==> config.mk <==
export PLATFORM = sky130hd
export DESIGN_NAME = svwd_top
export DESIGN_NICKNAME = d
export VERILOG_FILES = /design/src/shared/svwd_pkg.sv /design/src/shared/svwd_ctl_if.sv /design/src/core/svwd_top.sv /design/src/core/svwd_tick.sv /design/src/core/svwd_debounce.sv
export SDC_FILE = /design/constraint.sdc
export NUM_CORES = 1
export LEC_CHECK = 0
export BUFFER_PORTS_ARGS = -buffer_cell sky130_fd_sc_hd__buf_2
export CORE_ASPECT_RATIO = 0.7
export CORE_MARGIN = 5
export CORE_UTILIZATION = 60
export DETAILED_ROUTE_END_ITERATION = 6
export GPL_ROUTABILITY_DRIVEN = 0
export PLACE_DENSITY = 0.85
export SLEW_MARGIN = 20
export SYNTH_ARGS = -nofsm -noshare
export SYNTH_HDL_FRONTEND = slang
export SYNTH_HIERARCHICAL = 1
export SYNTH_SLANG_ARGS = --single-unit
==> constraint.sdc <==
create_clock -name REF_CLK -period 3.8 [get_ports REF_CLK]
set_input_delay 0.38 -clock REF_CLK [delete_from_list [all_inputs] [get_ports REF_CLK]]
set_output_delay 0.38 -clock REF_CLK [all_outputs]
set_load 0.005 [all_outputs]
==> src/shared/svwd_pkg.sv <==
// Constants and types shared by the supervisor watchdog reset block
package svwd_pkg;
  // Clock and slow timing base
  localparam int CLK_PERIOD_NS = 10;
  localparam int TICK_PERIOD_NS = 1000000;
  localparam int TICK_CYCLES_DEF = TICK_PERIOD_NS / CLK_PERIOD_NS;

  // Times in milliseconds, counted in ticks
  localparam int STRETCH_MS = 250;
  localparam int DEBOUNCE_MS = 10;
  localparam int MANUAL_MAX_MS = 20;
  localparam int MANUAL_MIN_LOW_MS = 20;
  localparam int WD_SHORT_MS = 150;
  localparam int WD_MID_MS = 610;
  localparam int WD_LONG_MS = 1200;

  // Counter widths
  localparam int WD_W = 11;
  localparam int STR_W = 9;
  localparam int DB_W = 5;

  typedef logic [WD_W-1:0] svwd_wd_t;
  typedef logic [STR_W-1:0] svwd_str_t;
  typedef logic [DB_W-1:0] svwd_db_t;

  // Encoded three-level period select
  localparam logic [1:0] SEL_LOW = 2'h0;
  localparam logic [1:0] SEL_FLOAT = 2'h1;

  // Bit positions of the synchronised pin vector
  localparam int PIN_BELOW10 = 0;
  localparam int PIN_BELOW20 = 1;
  localparam int PIN_TOL = 2;
  localparam int PIN_STROBE_N = 3;
  localparam int PIN_SEL_LO = 4;
  localparam int PIN_SEL_HI = 5;
  localparam int PIN_W = 6;
  // Idle reads supply low, so power-up waits for real samples
  localparam logic [PIN_W-1:0] PIN_IDLE = 6'h0B;
endpackage

==> src/shared/svwd_ctl_if.sv <==
// Carrier between the tick divider, the push-button debouncer and the core
`timescale 1ns/1ps
interface svwd_ctl_if;
  logic tick;
  logic manual_pin_n;
  logic manual_low;
  modport divider (output tick);
  modport debounce (input tick, input manual_pin_n, output manual_low);
  modport core (input tick, input manual_low, output manual_pin_n);
endinterface

==> src/core/svwd_top.sv <==
// Processor supervisor: supply, power-up, push-button and watchdog reset
// Operation
// - Two complementary reset outputs assert and release together.
// - Resets assert while the selected supply comparator reports low.
// - Resets assert through power-up until supply first is in tolerance.
// - Resets stay asserted at least 250 ms after supply recovers.
// - Tolerance select low picks the 10% trip, high picks the 20% trip.
// - A debounced low push-button asserts resets, held 250 ms after.
// - The push-button is debounced and lows over 20 ms always count.
// - Period select gives about 150, 610 or 1200 ms watchdog periods.
// - No valid strobe within the period produces a reset.
// - Only a high-to-low strobe edge restarts the watchdog period.
// - The watchdog cannot be disabled and runs whenever out of reset.
// - Strobe pulses of 20 ns are caught at full clock rate.
// - A stably low push-button asserts resets within 20 ms.
`timescale 1ns/1ps
module svwd_top #(
  parameter int TICK_CYCLES = svwd_pkg::TICK_CYCLES_DEF
) (
  input wire logic REF_CLK,
  input wire logic ARST_N,
  input wire logic SUPPLY_BELOW_10,
  input wire logic SUPPLY_BELOW_20,
  input wire logic TRIP_TOLERANCE_SELECT,
  input wire logic [1:0] WATCHDOG_PERIOD_SELECT,
  input wire logic WATCHDOG_STROBE_N,
  input wire logic MANUAL_RESET_N,
  output logic RESET_OUT,
  output logic RESET_OUT_N
);
  typedef struct packed {
    logic [svwd_pkg::PIN_W-1:0] s1;
    logic [svwd_pkg::PIN_W-1:0] s2;
    logic strobe_d;
    logic up_done;
    svwd_pkg::svwd_wd_t wd_cnt;
    svwd_pkg::svwd_str_t stretch;
    logic rst;
    logic rst_n;
  } svwd_core_s;

  localparam svwd_core_s ST_RST = '{
    s1: svwd_pkg::PIN_IDLE,
    s2: svwd_pkg::PIN_IDLE,
    strobe_d: 1'b1,
    up_done: 1'b0,
    wd_cnt: '0,
    stretch: '0,
    rst: 1'b1,
    rst_n: 1'b0
  };

  localparam svwd_pkg::svwd_str_t STRETCH_LAST =
    svwd_pkg::STR_W'(svwd_pkg::STRETCH_MS);

  svwd_ctl_if ctl ();

  svwd_tick #(
    .TICK_CYCLES(TICK_CYCLES)
  ) u_tick (
    .clk(REF_CLK),
    .arst_n(ARST_N),
    .bus(ctl.divider)
  );

  svwd_debounce u_debounce (
    .clk(REF_CLK),
    .arst_n(ARST_N),
    .bus(ctl.debounce)
  );

  assign ctl.manual_pin_n = MANUAL_RESET_N;

  // Period select; the floating level is resolved by the pad
  function automatic svwd_pkg::svwd_wd_t wd_period(input logic [1:0] sel);
    if (sel == svwd_pkg::SEL_LOW) begin
      return svwd_pkg::WD_W'(svwd_pkg::WD_SHORT_MS);
    end else if (sel == svwd_pkg::SEL_FLOAT) begin
      return svwd_pkg::WD_W'(svwd_pkg::WD_MID_MS);
    end else begin
      return svwd_pkg::WD_W'(svwd_pkg::WD_LONG_MS);
    end
  endfunction

  svwd_core_s st_r;
  svwd_core_s st_nxt;
  logic below_sel;
  logic strobe_fall;
  logic wd_timeout;
  logic cause;
  svwd_pkg::svwd_wd_t period;
  logic [1:0] sel_sync;

  // Tolerance select steers which comparator trips the reset
  always_comb begin
    if (st_r.s2[svwd_pkg::PIN_TOL]) begin
      below_sel = st_r.s2[svwd_pkg::PIN_BELOW20];
    end else begin
      below_sel = st_r.s2[svwd_pkg::PIN_BELOW10];
    end
  end

  // Edge found at full clock rate, not on the slow tick
  assign strobe_fall = st_r.strobe_d &&
    !st_r.s2[svwd_pkg::PIN_STROBE_N];

  assign sel_sync = st_r.s2[svwd_pkg::PIN_SEL_HI:svwd_pkg::PIN_SEL_LO];
  assign period = wd_period(sel_sync);

  // No enable term anywhere: the timer cannot be switched off
  // At-or-beyond, so a period shortened mid-count still fires
  assign wd_timeout = ctl.tick && !st_r.rst && !strobe_fall &&
    (st_r.wd_cnt >= period - 1'b1);

  // Any cause still present holds the stretch at its start
  assign cause = below_sel || !st_r.up_done || ctl.manual_low ||
    wd_timeout;

  always_comb begin
    st_nxt = st_r;
    st_nxt.s1 = {WATCHDOG_PERIOD_SELECT, WATCHDOG_STROBE_N,
      TRIP_TOLERANCE_SELECT, SUPPLY_BELOW_20, SUPPLY_BELOW_10};
    st_nxt.s2 = st_r.s1;
    st_nxt.strobe_d = st_r.s2[svwd_pkg::PIN_STROBE_N];

    // Power-up ends the first time the supply is in tolerance
    if (!below_sel) begin
      st_nxt.up_done = 1'b1;
    end

    // Watchdog counts ticks only while the outputs are released
    if (st_r.rst || wd_timeout) begin
      st_nxt.wd_cnt = '0;
    end else if (strobe_fall) begin
      st_nxt.wd_cnt = '0;
    end else if (ctl.tick) begin
      st_nxt.wd_cnt = st_r.wd_cnt + 1'b1;
    end

    // Stretch: one extra tick guards against a partial first tick
    if (cause) begin
      st_nxt.rst = 1'b1;
      st_nxt.stretch = '0;
    end else if (st_r.rst && ctl.tick) begin
      if (st_r.stretch == STRETCH_LAST) begin
        st_nxt.rst = 1'b0;
      end else begin
        st_nxt.stretch = st_r.stretch + 1'b1;
      end
    end
    st_nxt.rst_n = !st_nxt.rst;
  end

  always_ff @(posedge REF_CLK or negedge ARST_N) begin
    if (!ARST_N) begin
      st_r <= ST_RST;
    end else begin
      st_r <= st_nxt;
    end
  end

  assign RESET_OUT = st_r.rst;
  assign RESET_OUT_N = st_r.rst_n;

  localparam int MIN_STRETCH_CYC = svwd_pkg::STRETCH_MS * TICK_CYCLES;
  localparam int MAX_STRETCH_CYC = (svwd_pkg::STRETCH_MS + 2) * TICK_CYCLES;

  // Cycles the outputs have stayed asserted with no cause present
  int unsigned quiet_q;
  always_ff @(posedge REF_CLK or negedge ARST_N) begin
    if (!ARST_N) begin
      quiet_q <= 0;
    end else if (cause || !st_r.rst) begin
      quiet_q <= 0;
    end else begin
      quiet_q <= quiet_q + 1;
    end
  end
endmodule

==> src/core/svwd_tick.sv <==
// One-millisecond tick divider
`timescale 1ns/1ps
module svwd_tick #(
  parameter int TICK_CYCLES = svwd_pkg::TICK_CYCLES_DEF
) (
  input wire logic clk,
  input wire logic arst_n,
  svwd_ctl_if.divider bus
);
  localparam int CW = $clog2(TICK_CYCLES + 1);
  localparam logic [CW-1:0] LAST = CW'(TICK_CYCLES - 1);

  typedef struct packed {
    logic [CW-1:0] cnt;
    logic tick;
  } svwd_tick_s;

  svwd_tick_s st_r;
  svwd_tick_s st_nxt;

  always_comb begin
    st_nxt = st_r;
    st_nxt.tick = 1'b0;
    if (st_r.cnt == LAST) begin
      st_nxt.cnt = '0;
      st_nxt.tick = 1'b1;
    end else begin
      st_nxt.cnt = st_r.cnt + 1'b1;
    end
  end

  always_ff @(posedge clk or negedge arst_n) begin
    if (!arst_n) begin
      st_r <= '0;
    end else begin
      st_r <= st_nxt;
    end
  end

  assign bus.tick = st_r.tick;
endmodule

==> src/core/svwd_debounce.sv <==
// Push-button synchroniser and debouncer
`timescale 1ns/1ps
module svwd_debounce (
  input wire logic clk,
  input wire logic arst_n,
  svwd_ctl_if.debounce bus
);
  typedef struct packed {
    logic s1;
    logic s2;
    logic stable_low;
    svwd_pkg::svwd_db_t cnt;
  } svwd_db_s;

  localparam svwd_pkg::svwd_db_t DB_LAST =
    svwd_pkg::DB_W'(svwd_pkg::DEBOUNCE_MS - 1);

  svwd_db_s st_r;
  svwd_db_s st_nxt;

  // Level must hold for a full debounce span before it is believed
  always_comb begin
    st_nxt = st_r;
    st_nxt.s1 = bus.manual_pin_n;
    st_nxt.s2 = st_r.s1;
    if (!st_r.s2 == st_r.stable_low) begin
      st_nxt.cnt = '0;
    end else if (bus.tick) begin
      if (st_r.cnt == DB_LAST) begin
        st_nxt.stable_low = !st_r.stable_low;
        st_nxt.cnt = '0;
      end else begin
        st_nxt.cnt = st_r.cnt + 1'b1;
      end
    end
  end

  always_ff @(posedge clk or negedge arst_n) begin
    if (!arst_n) begin
      st_r <= '{s1: 1'b1, s2: 1'b1, stable_low: 1'b0, cnt: '0};
    end else begin
      st_r <= st_nxt;
    end
  end

  assign bus.manual_low = st_r.stable_low;

  // Ticks spent with the pin low but not yet recognised
  // Counted in ticks so the bound follows the divider setting
  int unsigned wait_q;
  always_ff @(posedge clk or negedge arst_n) begin
    if (!arst_n) begin
      wait_q <= 0;
    end else if (!st_r.s2 && !st_r.stable_low) begin
      if (bus.tick) begin
        wait_q <= wait_q + 1;
      end
    end else begin
      wait_q <= 0;
    end
  end
endmodule

==> results.md <==
- The via total after detailed routing is 2223.
- Counting flops with an async set or reset pin after synthesis yields a share of 100.0%.
- The sequential fraction of the synthesis area is 51.36%.
- The finished cells cover 3361 sq um.
- The number of setup buffers added after CTS is 0.
- The critical path capture point type is a flip-flop.
- The number of fill cells in the layout is 384.
- The clock arrives with 0.009541 ns of skew.
- The worst register-to-register path has a depth of 10.
- The first global-routing pass estimated 9.680 mm of wire.
- Of the cells placed in the final design, the portion with a size suffix greater than 1 is 15.11%.
- The number of max-capacitance violations reported is 0.
- Of all nets on the critical path, the largest fanout is 15.
- In this run the deepest clock path goes through 2 buffers.
- The via count of the first global-routing pass is 2100.
- The number of buffers inserted during clock tree synthesis is 9.
- The clock sink count is 62.
- The critical path arrival is 2.87 ns.
- After synthesis the netlist holds a flip-flop and latch count of 62.
- Yosys printed 6 warnings.
- In the finished design, the share of the clock period the worst path needs comes to 68.71%.
- The power density over cell area is 364.2 nW/um^2.
- The kind of start point of the critical path is a flip-flop.
- During placement, the flow inserted port buffers numbering 10.
- The final critical delay including setup and external delays is 2.611 ns.
- The pin count of the biggest net entering global routing is 63.
- The H-tree generated during clock tree synthesis spans 3 levels.
- Counting instances, the worst hold path has a depth of 1.
- The number of flops mapped to enable cells by yosys is 0.
- Setup violations remaining at the end of the flow were counted as 0.
- The aggregate global routing overflow is 0.
- The clock transition at the register clock pins on the worst setup and hold paths after CTS is 0.07 ns.
- For this run, the detailed router's first-pass iteration total came to 5.
- The initial core utilization is 62.99%.
- After synthesis, the largest family of logic cells by area is simple AND/OR/NAND/NOR gates.
- At the worst endpoint, the required time is 4.06 ns.
- The area enclosed by the die boundary is 6623 sq um.
- Each instance of the synthesized netlist takes up on average 10.57 sq um.
- The initial antenna violation count is 0.
- The global router's overall resource usage is 18.47%.
- The die extent in x is 95.15 um.
- The row count is 21.
- The initial detailed-routing violation count is 179.
- The number of nets in the finished design is 331.
- The buffer cell driving the clock tree root is clkbuf_8.
- The startpoint of the worst register-to-register path is sel_sync[1].
- The TritonCTS clock tree is built.
- The routed design has 5.535 mm of wire.
- The hold buffer count at CTS is 0.
- The total area inside the core boundary comes to 4835 sq um.
- The number of I/O pins is 11.
- Of the total synthesized cell area, the portion taken by XOR and XNOR cells is 6.902%.
- The number of gates resized after CTS was 0.
- The endpoint identified for the worst register-to-register timing path is RESET_OUT.
- In the routed layout, each cell is associated on average with a via count of 5.850.
- The complex-gate fraction of the synthesized area is 10.02%.
- Counting every net in the synthesized netlist gives 313.
- The area of placed instances is 3177 sq um.
- After detailed routing, the number of remaining DRC violations is 0.
- The number of pins with negative max-slew slack in the final report was 0.
- In this run the worst hold path is classified as input pin to flip-flop.
- The synthesized instance count is 288.
- At the pin with the least slew margin, the transition time is 0.7433 ns.
- The flow ran to the end, and the final reports show no timing, DRC or antenna violations.
- In this run the worst setup path begins at sel_sync[1].
- Setup repair after global routing left no endpoint under its margin.
- The number of distinct standard cells referenced by the synthesized netlist is 46.
- The post-DP HPWL is 3.827 mm.
- The final-report hold violation count came to 0.
- The layout-stage area growth over the synthesis result is 10.35%.
- The floorplan die height is 69.61 um.
- The post-detailed-route wirelength per cell is 14.57 um.
- The most critical setup path has its endpoint at RESET_OUT.
- Once detail routing completed, the nets flagged for antenna violations numbered 0.
- The most instantiated flip-flop cell in the synthesis netlist is dfrtp_1.
- The cell area that synthesis handed to floorplanning was 3045 sq um.
- The worst slew slack as a fraction of its limit is 50.45%.
- The maximum clock rate is 383.0 MHz.
- In this run the register-to-register setup slack is 1.19 ns.
- After synthesis, the share of cell area in mux cells is 0.3287%.
- The arithmetic-cell share of the synthesized area counting full adders, half adders and majority gates is 6.574%.
- VDD sags by at most 0.0002959 V.
- The number of antenna cells inserted is 0.
- The share of synthesized cell area in and, or, nand and nor gates is 21.82%.
- The static leakage power is 1.421 nW.
- Setup total negative slack on the finished layout was measured at 0 ns.
- The worst hold slack across all endpoints is 0.1404 ns.
- The startpoint-to-endpoint class of the critical path is flip-flop to flip-flop.
- The clock insertion delay at the later pin of the skew report is 0.33 ns.
## power by group
part	total (W)	switching [W]	internal, W
sequential	0.000675	0.00000305	0.000672
combinational	0.0000307	0.0000227	0.00000795
clock	0.000519	0.000261	0.000257
total	0.00122	0.000287	0.000937
## cells by family (layout without fill, tap and decap cells)
| logic type | Yosys count | count (layout) |
|---|---|---|
| multiplexers | 1 | 1 |
| adder cells (fa/ha/maj) | 16 | 16 |
| XOR/XNOR | 24 | 24 |
| buffers and inverters | 22 | 45 |
| flip-flops | 62 | 62 |
| other | 1 | 1 |
| AO/OA/AOI/OAI | 40 | 40 |
| AND/OR/NAND/NOR | 122 | 122 |
## stage by stage
stage          util (%)  setup WS (ns)  power (W)  cells
2_1_floorplan         -          1.726  0.0006978    288
3_3_place_gp      65.71          1.291  0.0007175    364
3_5_place_dp      65.71          1.214  0.0007187    364
4_1_cts           69.51          1.201   0.001241    380
5_1_grt           69.51         0.9936   0.001279    380
6_report          69.51          1.189   0.001224    380
## synth_stat cells (all sizes together) (2+ instances only)
master / n / share of area [%]
a211oi: 2 / 0.49
a21oi: 10 / 1.8
a311oi: 2 / 1.2
a31oi: 5 / 1.0
and3: 8 / 1.6
and4: 2 / 0.58
buf: 4 / 0.66
clkbuf: 2 / 0.25
dfrtp: 52 / 43
dfstp: 10 / 8.6
ha: 16 / 6.6
inv: 16 / 2.0
nand2: 32 / 3.9
nand3: 16 / 2.6
nand3b: 3 / 0.74
nand4: 13 / 2.7
nor2: 14 / 1.7
nor2b: 3 / 0.62
nor3: 17 / 2.8
nor4: 2 / 0.90
o211ai: 2 / 0.49
o21ai: 5 / 0.82
o22ai: 4 / 0.82
o311ai: 2 / 0.58
o31ai: 2 / 0.49
or2: 2 / 0.41
or3: 3 / 0.62
or4: 3 / 0.86
xnor2: 13 / 3.7
xor2: 11 / 3.2
## area by class of cell
cell class	count	area (sq um)	share of cell area, %
timing repair buffer	13	72.57	2.159
inverter	16	60.06	1.787
clock inverter	6	46.29	1.378
tap	69	86.33	2.569
sequential	62	1564	46.54
clock buffer	10	137.6	4.095
multi-input combinational	204	1394	41.47
## sequential cells by signal, summed over array words and instances (netlist names)
signal	flops
sel_sync	2
u_tick/bus.tick	1
u_debounce/st_nxt	1
u_debounce/bus.manual_low	1
RESET_OUT	1
RESET_OUT_N	1
st_nxt	7
u_tick/st_r	17
st_r	25
u_debounce/st_r	6
## worst max-delay path, cell delays in order (launching register included)
cell	delay, ns
dfrtp_1	0.38
inv_1	0.12
nand2_1	0.13
inv_1	0.08
ha_1	0.23
a21oi_1	0.13
nand2_1	0.10
a311oi_4	0.63
a211oi_1	0.16
buf_4	0.21
or3_1	0.37
## layout by cell type (no fill, tap or decap), types with 2 or more instances in the layout
cell,count
dfrtp_1,52
nand2_1,32
nor3_1,17
inv_1,16
nand3_1,16
ha_1,16
nor2_1,14
nand4_1,13
xnor2_1,13
xor2_1,11
dfstp_2,10
clkbuf_8,10
buf_2,10
a21oi_1,9
and3_1,8
o21ai_0,5
a31oi_1,5
o22ai_1,4
nor2b_1,3
nand3b_1,3
or3_1,3
buf_4,3
a211oi_1,2
or2_2,2
o311ai_1,2
o211ai_1,2
clkinv_4,2
clkinvlp_4,2
o31ai_1,2
or4_1,2
and4_1,2
## how the worst min path moves through the flow
stage                          from  slack [ns]                    to
floorplan                    ARST_N        0.08           RESET_OUT_N
global placement         st_nxt[28]        0.33           sel_sync[0]
detailed placement       st_nxt[28]        0.34           sel_sync[0]
CTS                 SUPPLY_BELOW_10        0.13            st_nxt[24]
global route         MANUAL_RESET_N        0.11  u_debounce/st_nxt[6]
finish              SUPPLY_BELOW_10        0.14            st_nxt[24]
## layer usage
layer  routed length [um]  vias up  global-route usage (%)
met5                    0        -                       0
met4                   32        0                   5.760
met3                  286        5                   5.965
met2                 2505       60                   26.07
met1                 2709     1087                   26.78
li1                     -     1071                       -
(Power assumes the default switching activity.)
